<file path="src/core/fmr_pkg.sv">
// Shared constants and carrier types for the host access and reset block.
// Assumes a single 40 MHz clock and host strobes already synchronous to it.
`default_nettype none

package fmr_pkg;

   // ---------------------------------------------------------------
   // Register selects on the host address lines
   // ---------------------------------------------------------------
   localparam logic [3:0] FMR_REG_CTRL0   = 4'h0;
   localparam logic [3:0] FMR_REG_CTRL1   = 4'h1;
   localparam logic [3:0] FMR_REG_CADDR_L = 4'h2;
   localparam logic [3:0] FMR_REG_CADDR_H = 4'h3;
   localparam logic [3:0] FMR_REG_COEF    = 4'h8;
   localparam logic [3:0] FMR_REG_THRESH  = 4'hE;
   localparam logic [3:0] FMR_REG_CORR    = 4'hF;

   // ---------------------------------------------------------------
   // Field positions
   // ---------------------------------------------------------------
   localparam int FMR_C0_RESET       = 7;
   localparam int FMR_C0_SENS        = 6;
   localparam int FMR_C0_CONTACT_SENSOR_CORRECTION_SELECT       = 3;
   localparam int FMR_C0_SCAN        = 0;
   localparam int FMR_C1_ACCESS_EN   = 7;
   localparam int FMR_C1_BUS_SEL     = 4;
   localparam int FMR_C1_HALF_SPEED  = 1;
   localparam int FMR_C1_SLEEP       = 0;
   localparam int FMR_CH_LOAD        = 6;
   localparam int FMR_CL_ADDR_LSB    = 3;
   localparam int FMR_CH_ADDR_MSB    = 3;
   localparam int FMR_COEF_MSB       = 2;
   localparam int FMR_COEF_SHIFT     = 3;

   // ---------------------------------------------------------------
   // Sizes and reset values
   // ---------------------------------------------------------------
   localparam int FMR_DATA_W   = 8;
   localparam int FMR_PIX_W    = 5;
   localparam int FMR_THR_W    = 4;
   localparam int FMR_THR_N    = 16;
   localparam int FMR_THR_AW   = 4;
   localparam int FMR_CORR_W   = 5;
   localparam int FMR_CORR_N   = 304;
   localparam int FMR_CORR_AW  = 9;
   localparam int FMR_PER_W    = 8;
   localparam logic [7:0] FMR_REG_RST = 8'h00;
   localparam logic [2:0] FMR_COEF_RST = 3'h4;

   // ---------------------------------------------------------------
   // Carriers
   // ---------------------------------------------------------------
   typedef struct packed {
      logic [3:0] addr;
      logic [7:0] data;
      logic       wr_n;
      logic       rd_n;
   } fmr_host_t;

   typedef struct packed {
      logic       line_sync;
      logic       pix_valid;
      logic [4:0] pixel;
      logic [4:0] background;
   } fmr_line_t;

endpackage

`default_nettype wire

</file>
<file path="src/core/fmr_word_mem.sv">
// Small word memory with one registered write port and an asynchronous read.
// Assumes the owner decodes strobes; out-of-range addresses write nothing and read zero.
`default_nettype none

module fmr_word_mem #(
   parameter int WIDTH = 4,
   parameter int DEPTH = 16,
   parameter int AW    = 4
) (
   // Clock and reset
   input  wire logic             clk_i,
   input  wire logic             arst_n_i,
   // Access
   input  wire logic             we_i,
   input  wire logic [AW-1:0]    addr_i,
   input  wire logic [WIDTH-1:0] wdata_i,
   output logic      [WIDTH-1:0] rdata_o
);

   typedef struct packed {
      logic [DEPTH-1:0][WIDTH-1:0] word;
   } fmr_mem_state_t;

   fmr_mem_state_t st;
   fmr_mem_state_t next_st;
   logic           in_range;

   assign in_range = (32'(addr_i) < DEPTH);
   assign rdata_o  = in_range ? st.word[addr_i] : '0;

   always_comb begin
      next_st = st;
      if (we_i && in_range) begin
         next_st.word[addr_i] = wdata_i;
      end
   end

   always_ff @(posedge clk_i or negedge arst_n_i) begin
      if (!arst_n_i) begin
         st <= '0;
      end else begin
         st <= next_st;
      end
   end

endmodule

`default_nettype wire

</file>
<file path="src/core/fmr_host_port.sv">
// Host parallel port: control registers, threshold and correction memory access,
// resets, standby and line sequencing with half speed, peak tracking, bi-level threshold_coefficient.
// Assumes host strobes and line inputs are synchronous to clk_i.
//
// Contract
// - Reset bit write clears threshold address counter
// - Threshold write stores bits, advances on strobe
// - Threshold read drives word, advances on strobe
// - Sixteen four-bit words, row-major matrix
// - Register 3 holds A8..A5 and load flag
// - Correction write stores five bits at address
// - Correction read returns stored five-bit word
// - Hard reset clears all but coef (set to 4), includes others
// - Soft reset aborts line, resumes next line
// - Sleep stops internal clocked processing
// - Sleep keeps counter, registers; inits flops
// - Half speed samples once per two lines
// - Larger coefficient makes output darker
// - Peak tracking continues during line read
// - Contact sensor bit may bypass correction
// - Reset acts only while strobe low, bit set
`default_nettype none

module fmr_host_port
   import fmr_pkg::*;
(
   // Clock and reset
   input  wire logic                  clk_i,
   input  wire logic                  arst_n_i,
   // Host bus
   input  wire fmr_host_t             host_i,
   output logic      [FMR_DATA_W-1:0] data_o,
   output logic                       data_oe_o,
   // Line path
   input  wire fmr_line_t             line_i,
   output logic                       line_active_o,
   output logic                       black_o,
   output logic      [FMR_PIX_W-1:0]  peak_o,
   output logic                       correction_apply_o,
   output logic      [FMR_PER_W-1:0]  period_count_o,
   output logic                       mem_standby_o,
   output logic                       soft_reset_o
);

   // ---------------------------------------------------------------
   // State
   // ---------------------------------------------------------------
   typedef struct packed {
      logic                   wr_q;
      logic                   rd_q;
      logic [3:0]             waddr;
      logic [FMR_DATA_W-1:0]  wdata;
      logic [FMR_DATA_W-1:0]  ctrl0;
      logic [FMR_DATA_W-1:0]  ctrl1;
      logic [FMR_DATA_W-1:0]  caddr_l;
      logic [FMR_DATA_W-1:0]  caddr_h;
      logic [2:0]             coef;
      logic [FMR_THR_AW-1:0]  thr_ptr;
      logic                   line_active;
      logic                   half_phase;
      logic [FMR_PER_W-1:0]   period;
      logic [FMR_PIX_W-1:0]   peak;
      logic [FMR_DATA_W-1:0]  dout;
      logic                   doe;
      logic                   black;
      logic                   corr_apply;
      logic                   soft_rst;
   } fmr_state_t;

   fmr_state_t st;
   fmr_state_t next_st;

   // ---------------------------------------------------------------
   // Strobe decode
   // ---------------------------------------------------------------
   logic                   wr_rise;
   logic                   rd_rise;
   logic                   soft_req;
   logic                   mem_mode;
   logic                   corr_en;
   logic                   sleep;
   logic                   scan;
   logic                   thr_we;
   logic                   corr_we;
   logic [FMR_THR_W-1:0]   thr_rdata;
   logic [FMR_CORR_W-1:0]  corr_rdata;
   logic [FMR_CORR_AW-1:0] corr_addr;
   logic [7:0]             threshold_coefficient_prod;

   // Write data is latched while the strobe is low and used at its rising edge
   assign wr_rise  = !st.wr_q && host_i.wr_n;
   assign rd_rise  = !st.rd_q && host_i.rd_n;
   assign mem_mode = !st.ctrl1[FMR_C1_BUS_SEL];
   assign corr_en  = mem_mode && st.ctrl1[FMR_C1_ACCESS_EN];
   assign sleep    = st.ctrl1[FMR_C1_SLEEP];
   assign scan     = st.ctrl0[FMR_C0_SCAN];
   // Level-sensitive: held for as long as the strobe stays low with bit 7 set
   assign soft_req = !host_i.wr_n && (host_i.addr == FMR_REG_CTRL0)
                     && host_i.data[FMR_C0_RESET];
   assign corr_addr = {st.caddr_h[FMR_CH_ADDR_MSB:0],
                       st.caddr_l[FMR_DATA_W-1:FMR_CL_ADDR_LSB]};
   assign thr_we   = wr_rise && (st.waddr == FMR_REG_THRESH) && mem_mode;
   assign corr_we  = wr_rise && (st.waddr == FMR_REG_CORR) && corr_en
                     && st.caddr_h[FMR_CH_LOAD];
   assign threshold_coefficient_prod = 8'(line_i.background) * (8'(st.coef) + 8'h01);

   // ---------------------------------------------------------------
   // Memories
   // ---------------------------------------------------------------
   fmr_word_mem #(
      .WIDTH (FMR_THR_W),
      .DEPTH (FMR_THR_N),
      .AW    (FMR_THR_AW)
   ) u_thr_mem (
      .clk_i    (clk_i),
      .arst_n_i (arst_n_i),
      .we_i     (thr_we),
      .addr_i   (st.thr_ptr),
      .wdata_i  (st.wdata[FMR_THR_W-1:0]),
      .rdata_o  (thr_rdata)
   );

   fmr_word_mem #(
      .WIDTH (FMR_CORR_W),
      .DEPTH (FMR_CORR_N),
      .AW    (FMR_CORR_AW)
   ) u_corr_mem (
      .clk_i    (clk_i),
      .arst_n_i (arst_n_i),
      .we_i     (corr_we),
      .addr_i   (corr_addr),
      .wdata_i  (st.wdata[FMR_CORR_W-1:0]),
      .rdata_o  (corr_rdata)
   );

   // ---------------------------------------------------------------
   // Next state
   // ---------------------------------------------------------------
   always_comb begin
      next_st          = st;
      next_st.wr_q     = host_i.wr_n;
      next_st.rd_q     = host_i.rd_n;
      next_st.soft_rst = soft_req;
      if (!host_i.wr_n) begin
         next_st.waddr = host_i.addr;
         next_st.wdata = host_i.data;
      end

      // Register writes land at the rising edge of the write strobe
      if (wr_rise) begin
         unique case (st.waddr)
            FMR_REG_CTRL0: begin
               next_st.ctrl0 = st.wdata & 8'h7F;
            end
            FMR_REG_CTRL1: begin
               next_st.ctrl1 = st.wdata;
            end
            FMR_REG_CADDR_L: begin
               next_st.caddr_l = st.wdata;
            end
            FMR_REG_CADDR_H: begin
               next_st.caddr_h = st.wdata;
            end
            FMR_REG_COEF: begin
               next_st.coef = st.wdata[FMR_COEF_MSB:0];
            end
            default: begin
            end
         endcase
      end

      // Threshold address counter; 4-bit width wraps 15 to 0
      if ((thr_we) || (rd_rise && (host_i.addr == FMR_REG_THRESH) && mem_mode)) begin
         next_st.thr_ptr = st.thr_ptr + 4'h1;
      end

      // Read data path, registered one cycle after the strobe is seen low
      next_st.doe  = !host_i.rd_n;
      next_st.dout = FMR_REG_RST;
      if (!host_i.rd_n) begin
         unique case (host_i.addr)
            FMR_REG_CTRL1: begin
               next_st.dout = st.ctrl1;
            end
            FMR_REG_CADDR_L: begin
               next_st.dout = st.caddr_l;
            end
            FMR_REG_CADDR_H: begin
               next_st.dout = st.caddr_h;
            end
            FMR_REG_COEF: begin
               next_st.dout = {5'h00, st.coef};
            end
            FMR_REG_THRESH: begin
               if (mem_mode) begin
                  next_st.dout = {4'h0, thr_rdata};
               end
            end
            FMR_REG_CORR: begin
               if (corr_en) begin
                  next_st.dout = {3'h0, corr_rdata};
               end
            end
            default: begin
            end
         endcase
      end

      // Line sequencing; line_sync marks the start of each line period
      next_st.corr_apply = scan && !(st.ctrl0[FMR_C0_SENS] && st.ctrl0[FMR_C0_CONTACT_SENSOR_CORRECTION_SELECT]);
      if (line_i.line_sync) begin
         next_st.period = st.period + 8'h01;
         if (st.ctrl1[FMR_C1_HALF_SPEED]) begin
            next_st.half_phase  = !st.half_phase;
            next_st.line_active = scan && !st.half_phase;
         end else begin
            next_st.half_phase  = 1'b0;
            next_st.line_active = scan;
         end
      end
      if (st.line_active && line_i.pix_valid) begin
         if (line_i.pixel > st.peak) begin
            next_st.peak = line_i.pixel;
         end
         // Threshold scales background by (coef+1)/8: larger coef, more black
         next_st.black = ({3'h0, line_i.pixel} < (threshold_coefficient_prod >> FMR_COEF_SHIFT));
      end

      if (soft_req) begin
         next_st.thr_ptr     = '0;
         next_st.line_active = 1'b0;
      end

      // Standby freezes the line logic; the host port stays alive so it can wake us
      if (sleep) begin
         next_st.period      = st.period;
         next_st.line_active = 1'b0;
         next_st.half_phase  = 1'b0;
         next_st.peak        = '0;
         next_st.black       = 1'b0;
         next_st.thr_ptr     = '0;
         next_st.corr_apply  = 1'b0;
      end
   end

   always_ff @(posedge clk_i or negedge arst_n_i) begin
      if (!arst_n_i) begin
         st         <= '0;
         st.wr_q    <= 1'b1;
         st.rd_q    <= 1'b1;
         st.ctrl1   <= FMR_REG_RST;
         st.coef    <= FMR_COEF_RST;
      end else begin
         st <= next_st;
      end
   end

   // ---------------------------------------------------------------
   // Outputs
   // ---------------------------------------------------------------
   assign data_o             = st.dout;
   assign data_oe_o          = st.doe;
   assign line_active_o      = st.line_active;
   assign black_o            = st.black;
   assign peak_o             = st.peak;
   assign correction_apply_o = st.corr_apply;
   assign period_count_o     = st.period;
   assign mem_standby_o      = st.ctrl1[FMR_C1_SLEEP];
   assign soft_reset_o       = st.soft_rst;

   // ---------------------------------------------------------------
   // Checks
   // ---------------------------------------------------------------
   property p_thr_clear;
      @(posedge clk_i) disable iff (!arst_n_i)
      soft_req |=> (st.thr_ptr == 4'h0);
   endproperty
   a_thr_clear: assert property (p_thr_clear)
      else $error("threshold counter not cleared by reset write");

   property p_thr_write_adv;
      @(posedge clk_i) disable iff (!arst_n_i)
      (thr_we && !soft_req && !sleep) |=> (st.thr_ptr == 4'($past(st.thr_ptr) + 4'h1));
   endproperty
   a_thr_write_adv: assert property (p_thr_write_adv)
      else $error("threshold counter did not advance on write");

   property p_thr_read_data;
      @(posedge clk_i) disable iff (!arst_n_i)
      (!host_i.rd_n && host_i.addr == FMR_REG_THRESH && mem_mode)
         |=> (data_o == {4'h0, $past(thr_rdata)}) && data_oe_o;
   endproperty
   a_thr_read_data: assert property (p_thr_read_data)
      else $error("threshold read data wrong");

   property p_thr_wrap;
      @(posedge clk_i) disable iff (!arst_n_i)
      (thr_we && st.thr_ptr == 4'hF && !soft_req && !sleep) |=> (st.thr_ptr == 4'h0);
   endproperty
   a_thr_wrap: assert property (p_thr_wrap)
      else $error("threshold counter did not wrap");

   property p_corr_store;
      @(posedge clk_i) disable iff (!arst_n_i)
      (corr_we && 32'(corr_addr) < FMR_CORR_N)
         |=> (corr_rdata == $past(st.wdata[FMR_CORR_W-1:0]));
   endproperty
   a_corr_store: assert property (p_corr_store)
      else $error("correction word not stored");

   property p_soft_abort;
      @(posedge clk_i) disable iff (!arst_n_i)
      soft_req |=> !line_active_o ##1 (!line_active_o || $past(line_i.line_sync));
   endproperty
   a_soft_abort: assert property (p_soft_abort)
      else $error("line not aborted by soft reset");

   property p_sleep_hold;
      @(posedge clk_i) disable iff (!arst_n_i)
      sleep |=> !line_active_o && (period_count_o == $past(period_count_o));
   endproperty
   a_sleep_hold: assert property (p_sleep_hold)
      else $error("standby did not hold counter or clear line state");

   property p_half_skip;
      @(posedge clk_i) disable iff (!arst_n_i)
      (line_i.line_sync && st.ctrl1[FMR_C1_HALF_SPEED] && st.half_phase) |=> !line_active_o;
   endproperty
   a_half_skip: assert property (p_half_skip)
      else $error("half speed sampled a skipped line");

   property p_peak_track;
      @(posedge clk_i) disable iff (!arst_n_i)
      (st.line_active && line_i.pix_valid && line_i.pixel > st.peak && !sleep)
         |=> (peak_o == $past(line_i.pixel));
   endproperty
   a_peak_track: assert property (p_peak_track)
      else $error("peak not tracked during line read");

   property p_bypass;
      @(posedge clk_i) disable iff (!arst_n_i)
      (st.ctrl0[FMR_C0_SENS] && st.ctrl0[FMR_C0_CONTACT_SENSOR_CORRECTION_SELECT]) |=> !correction_apply_o;
   endproperty
   a_bypass: assert property (p_bypass)
      else $error("correction applied while bypass selected");

endmodule

`default_nettype wire

</file>
<file path="config.mk">
export PLATFORM = sky130hd
export DESIGN_NAME = fmr_host_port
export DESIGN_NICKNAME = d
export VERILOG_FILES = /design/src/core/fmr_pkg.sv /design/src/core/fmr_word_mem.sv /design/src/core/fmr_host_port.sv
export SDC_FILE = /design/constraint.sdc
export NUM_CORES = 2
export LEC_CHECK = 0
export ABC_CLOCK_PERIOD_IN_PS = 4140
export BUFFER_PORTS_ARGS = -buffer_cell sky130_fd_sc_hd__buf_4
export CELL_PAD_IN_SITES_DETAIL_PLACEMENT = 0
export CELL_PAD_IN_SITES_GLOBAL_PLACEMENT = 1
export CORE_UTILIZATION = 56
export CTS_BUF_LIST = sky130_fd_sc_hd__clkbuf_8
export DETAILED_ROUTE_END_ITERATION = 10
export PLACE_DENSITY = 0.82
export SETUP_SLACK_MARGIN = 0.15
export SLEW_MARGIN = 5
export SYNTH_ARGS = -nofsm -noshare
export SYNTH_HDL_FRONTEND = slang
export SYNTH_SLANG_ARGS = --single-unit
</file>
<file path="constraint.sdc">
create_clock -name clk_i -period 4.14 [get_ports clk_i]
set_clock_uncertainty 0.05 [all_clocks]
set_input_delay 0.207 -clock clk_i [delete_from_list [all_inputs] [get_ports clk_i]]
set_output_delay 0.207 -clock clk_i [all_outputs]
set_load 0.03 [all_outputs]
</file>
* Yosys cells after proc, flatten, opt, wreduce, memory -nomap -nowiden
Cells that the tools add are included.
Widths: inputs -> output; s select.
** Storage, ports and cells
- Register bits after elaboration :: 1663
- Bits of input ports :: 28
- Output and inout bits :: 27
- Word-level logic and storage cells :: 428
** Cells by class
- Add/sub/neg operators :: 3
- $mul :: 1
- Magnitude comparators :: 7
- Eq/ne operators :: 12
- Multiplexer cells :: 24
- Bitwise gates (word level) :: 1
- Reduce and logical (&&, ||, !) cells :: 41
** Operators with widths (count)
- $bwmux 1520 :: 1
- $bwmux 64 :: 1
- $pmux 8 s6 :: 1
- $bmux 5 s9 :: 1
- $demux 5 s9 :: 1
- $mux 5 :: 7
- $eq 4x4->1 const B :: 6
- $logic_and 1x1->1 :: 19
- $mux 19 :: 1
- $bmux 4 s4 :: 1
- $demux 4 s4 :: 1
- $eq 4x2->1 const B :: 4
- $mux 4 :: 4
- $reduce_and 2->1 :: 7
- $lt 9x10->1 const B :: 1
- $mux 10 :: 1
- $ge 9x1->1 const B :: 1
- $lt 9x9->1 const B :: 1
- $add 8x1->8 const B :: 1
- $eq 4x1->1 const B :: 2
- $logic_not 4->1 :: 2
- $mul 5x4->8 :: 1
- $mux 8 :: 1
- $logic_not 1->1 :: 7
- other kinds (12) :: 16

* Logic depth before layout (Yosys ltp)
- Depth in word-level cells :: 8
- Gate-level depth with buffers :: 17
- Gate-level depth less buffers :: 17

* Cells and area by module
A second synthesis with hierarchy kept.
** Unflattened totals
- Cell total of the unflattened synthesis :: 5237
- Area, all modules :: 77579.4 um2
** By module, submodules not included
- fmr_word_mem at u_corr_mem :: instances 1, cells each 4678, area an instance 70453.8 um2, sequential area each 38036.5 um2
- fmr_host_port :: instances 1, cells each 359, area an instance 4124.0 um2, sequential area each 1880.6 um2
- fmr_word_mem at u_thr_mem :: instances 1, cells each 200, area an instance 3001.6 um2, sequential area each 1601.5 um2

* Worst setup path before layout
OpenSTA, ideal clock, no wires.
- Path type :: flip-flop to flip-flop
- From :: register st[31] (netlist bit)
- To :: register st, in the netlist black_o
- Setup time :: 0.131 ns
- Arrival time :: 3.477 ns
- Data required time :: 3.959 ns
- Path slack :: 0.481 ns
- Cell stages (with the launch flop) :: 17
- Path buffers :: 0
- Clock period less this slack :: 3.659 ns
- Cell sequence :: dfrtp_1 -> ha_1 -> xor2_1 -> nand2_1 -> fa_1 -> inv_1 -> fa_1 -> ha_1 -> a21o_1 -> a21oi_1 -> o21bai_1 -> a21oi_1 -> xnor2_1 -> ha_1 -> o21ai_0 -> a22oi_1 -> nor2_1
** On the way
- Longest elaborated chain between the ends :: 5
** Ends and longest elaborated chain
- from (decl) :: line fmr_host_port.sv:70 : fmr_state_t st;
- from (signal assigned) :: line fmr_host_port.sv:254 : st <= next_st;
- $add 3x1->4 :: line fmr_host_port.sv:105 : assign threshold_coefficient_prod = 8'(line_i.background) * (8'(st.coef) + 8'h01);
- $mul 5x4->8 :: line fmr_host_port.sv:105
- $lt 5x5->1 :: line fmr_host_port.sv:226 : next_st.black = ({3'h0, line_i.pixel} < (threshold_coefficient_prod >> FMR_COEF_SHIFT));
- $mux 1 :: line fmr_host_port.sv:221 : if (st.line_active && line_i.pix_valid) begin
- $mux 2 :: line fmr_host_port.sv:235 : if (sleep) begin
Every way passes these cells. The select of a mux whose other input is x is not followed.
A chain may end at the register's enable or synchronous reset.

==> results.md <==
* Synth-to-Final Area Change at 12.2%
* Cell area after placement at slightly above 80000 µm²
* Number of global-route vias before repair at about 50000
* Gate count after technology mapping at roughly 5300
* Height of the chip at ~370 µm
* Count of fill cells added during filler insertion at between 10000 and 15000
* Die Footprint at 140000 µm²
* Data arrival time of the critical path at around 4600 ps
* Latest clock arrival within the worst-skew pair at 1010 ps
* Mean Syn Cell Area at between 10 and 15 µm²
* Unique masters post-synth at 84
* Standard cell core area at 137000 µm²
* Post-synth top cells: sky130_fd_sc_hd__dfrtp_1, sky130_fd_sc_hd__mux2_2, sky130_fd_sc_hd__mux4_2
* Area taken by flip-flops and latches at 41600 µm²
* Post-synth design cell area at a little under 80000 µm²
* Synthesized net count at approximately 5300
* Final core utilization at 63.3%
* Top area cells in the synthesized netlist: sky130_fd_sc_hd__dfrtp_1, sky130_fd_sc_hd__mux2_2, sky130_fd_sc_hd__mux4_2
* Biggest fanout along the worst timing path at 18
* Die width at 374 µm
* Fraction of final layout cells sized beyond drive strength 1 at 47.9%
* Crit path capture type: flop
* FF-to-FF Start: corr_addr[0]$_DFFE_PN0P_
* TritonCTS clock tree: built
* Library cell contributing the largest single delay on the critical path: sky130_fd_sc_hd__dfrtp_4
* Via count normalized by instance count at approximately 6.4
* Area of all placed cells without fillers at slightly below 90000 µm²
* Largest area contributor in the synthesized netlist: sky130_fd_sc_hd__dfrtp_1
* Pin count of the biggest net entering global routing at approximately 160
* Pre-antenna DRT Iters at 5
* Clk pin slew, worst setup/hold paths at 60 ps
* Met2 wire length at 100000 µm
* Static leakage at 42.3 nW
* # DRC at 0
* Relative max-transition margin at a little under a quarter
* Final antenna-violating net count at 0
* Highest signal layer in the routed design: met5
* Class of the worst hold path: in2reg
* Fraction of synthesis flops using an asynchronous set or reset pin at 100%
* Top flip-flop cell by instance count after synthesis: sky130_fd_sc_hd__dfrtp_1
* Overall routed net length at about 220000 µm
* Critical Setup Path Class: reg2reg
* Final-report hold violation count at 0
* Total negative slack for setup checks at 0 ps
* Number of synthesized flops with an enable pin at 0
* Cell type with the highest occurrence count on the critical path: sky130_fd_sc_hd__buf_4
* Clock period minus worst slack at a little under 4000 ps
* Max capacitance violation total at 0
* Transition time at the pin with the least slew margin at 1150 ps
* Critical hold path startpoint: line_i[11]
* Critical Path RT at 4920 ps
* Run status: finished, final reports clean
* Antenna violations before repair at 4
* VDD IR-drop max at between 0.0002 and 0.0003 V
* CTS Sinks at between 1500 and 2000
* Placed Instances at 6948
* Detailed-route wire length on metal 1 at between 90000 and 100000 µm
* Clock tree root driver cell: sky130_fd_sc_hd__clkbuf_8
* Drt initial violations at around 4000
* Routed WL per cell at about 29 µm
* Yosys warning count at 0
* Synthesis-stage register bit count at 1659
* Critical Path Max Stage Delay at 810 ps
* Detail Route met3 WL at between 15000 and 20000 µm
* Placed wire-length estimate after detailed placement at 142000 µm
* CP Launch Point: corr_addr[0]$_DFFE_PN0P_
* Max Root-Sink Buffers at 4
* Setup-violating endpoint count in the final report at 0
* Fin cells at roughly 7500
* All-Layer GR Usage at approximately a third
* Last weighted congestion value of the routability-driven placer at between 0.8 and 0.9
* Share of the synthesized area in the top cell type at a little over half
* Vias at about 48000
* Initial Util at a little under three fifths
* Unrepaired setup endpoints after global routing: false
* Total CTS buffers at ~290
* Fin. max-slew vios at 0
* Sequential fraction of the synthesis area at between 50% and 60%
* Number of placement rows at ~140
* Area used by multi-input combinational logic at ~34000 µm²
* Cell with the most instances after synthesis: sky130_fd_sc_hd__dfrtp_1
* Remaining global-route overflow at 0
* Maximum operating frequency at 260 MHz
* Portion of the clock cycle consumed by the worst path in the final layout at 93.0%
* Critical path, cell by cell: buf_4 > nor2b_2 > buf_4 > buf_4 > a22oi_1 > a31oi_1 > o21ai_0 > o311a_1 > o41ai_1 > buf_4 > nand3_1
* Count of input and output buffers at 54
* Areal power density over the cells at roughly 460 nW/µm²
* Number of nets at the end of the flow at ~5600
* CTS H-Tree Depth at 5
* Total I/O pin count at 55
* Crit start category: flop
* Global-route wire length before repair at 329000 µm
-- cell families (layout without fill, tap and decap cells) --
group | Yosys count | count (layout) | synth area share (%)
adders and majority gates | 30 | 30 | 0.542
and+or+nand+nor | 729 | 729 | 4.54
buffers and inverters | 432 | 871 | 2.71
muxes | 2130 | 2130 | 36.0
xor gates and xnor gates | 16 | 16 | 0.181
other | 0 | 3 | 0
DFF | 1659 | 1659 | 53.6
AOI/OAI and AO/OA | 266 | 266 | 2.44
-- metal layers --
| layer | track usage (%) | up-vias |
|---|---|---|
| met2 | 47.9 | 1723 |
| met1 | 44.1 | 25900 |
| li1 | - | 20000 |
| met3 | 7.47 | 458 |
| met4 | 11.7 | 7 |
| met5 | 0.206 | - |
-- layout by cell type, fill, tap and decap left out, types with 10 or more instances in the layout --
cell,count
sky130_fd_sc_hd__dlygate4sd3_1,59
sky130_fd_sc_hd__mux2_1,50
sky130_fd_sc_hd__and2_1,18
sky130_fd_sc_hd__dfrtp_1,1645
sky130_fd_sc_hd__a21oi_1,35
sky130_fd_sc_hd__nor2_4,10
sky130_fd_sc_hd__nor3_2,10
sky130_fd_sc_hd__a211oi_1,11
sky130_fd_sc_hd__a31oi_1,11
sky130_fd_sc_hd__o22ai_1,35
sky130_fd_sc_hd__a22o_1,12
sky130_fd_sc_hd__nor3_1,23
sky130_fd_sc_hd__buf_12,42
sky130_fd_sc_hd__nand2_1,350
sky130_fd_sc_hd__nand2b_1,20
sky130_fd_sc_hd__mux2_2,1595
sky130_fd_sc_hd__buf_4,260
sky130_fd_sc_hd__ha_1,22
sky130_fd_sc_hd__nand3_1,55
sky130_fd_sc_hd__mux2i_1,124
sky130_fd_sc_hd__clkinv_2,13
sky130_fd_sc_hd__o21ai_0,25
sky130_fd_sc_hd__mux4_2,358
sky130_fd_sc_hd__clkbuf_8,361
sky130_fd_sc_hd__nand4_1,18
sky130_fd_sc_hd__nor2_1,97
sky130_fd_sc_hd__nand2_2,13
sky130_fd_sc_hd__inv_1,124
sky130_fd_sc_hd__a22oi_1,69
sky130_fd_sc_hd__and3_1,11
sky130_fd_sc_hd__nor2b_1,24
-- power by group --
group,total [mW],leakage (nW),internal (mW),switching (mW)
Clock,14.7,3.26,8.04,6.65
Combinational,8.50,16.0,2.88,5.62
Sequential,17.0,23.1,16.5,0.518
Total,40.2,42.3,27.4,12.8
-- final timing paths --
kind	cells past startpoint	slack, ps	to
hold / removal	5	90	st[25]$_DFFE_PN0P_
setup reg to reg	11	290	data_o[1]$_DFF_PN0_
setup / recovery	11	290	data_o[1]$_DFF_PN0_
hold reg to reg	1	420	period_count_o[7]$_DFFE_PN0P_
min in group asynchronous	3	520	st[78]$_DFF_PN1_
max in group asynchronous	5	2650	u_corr_mem.st[123]$_DFFE_PN0P_
-- state kept, by name, indices dropped and copies added, names as in the netlist, 5 cells and up --
name	count
st	38
peak_o	5
data_o	8
u_corr_mem.st	1520
u_thr_mem.st	64
corr_addr	9
period_count_o	8
-- worst max-delay path: cells and delay by family (launching register included) --
| family | cells | cell delay [ps] |
|---|---|---|
| buffers and inverters | 4 | 1150 |
| flip-flops | 1 | 810 |
| AO/OA/AOI/OAI | 5 | 1330 |
| AND/OR/NAND/NOR | 2 | 300 |
-- repair_timing --
item                        CTS  global route
setup endpoints to repair     0             1
hold endpoints to repair   1428             0
gates resized for setup       0             9
setup buffers                 0             1
hold buffers                 60             0
-- cell type report --
| type | instances | area share, % |
|---|---|---|
| antenna | 3 | 0.00864 |
| clock buffer | 361 | 5.72 |
| clock inverter | 125 | 0.710 |
| inverter | 22 | 0.0950 |
| multi-input combinational | 3171 | 39.1 |
| sequential | 1659 | 47.8 |
| tap | 1794 | 2.58 |
| timing repair buffer | 363 | 3.96 |
-- stage by stage --
| stage | hold WS (ps) | total power [mW] | worst slack [ps] |
|---|---|---|---|
| after floorplan | -139 | 21.9 | 481 |
| after global placement | 193 | 25.5 | 199 |
| after detailed placement | 187 | 25.5 | 224 |
| after CTS | 8.96 | 40.3 | 214 |
| after global routing | 66.3 | 41.5 | 112 |
| final | 88.6 | 40.2 | 288 |
Note: power is estimated with default switching activity, not from simulation.
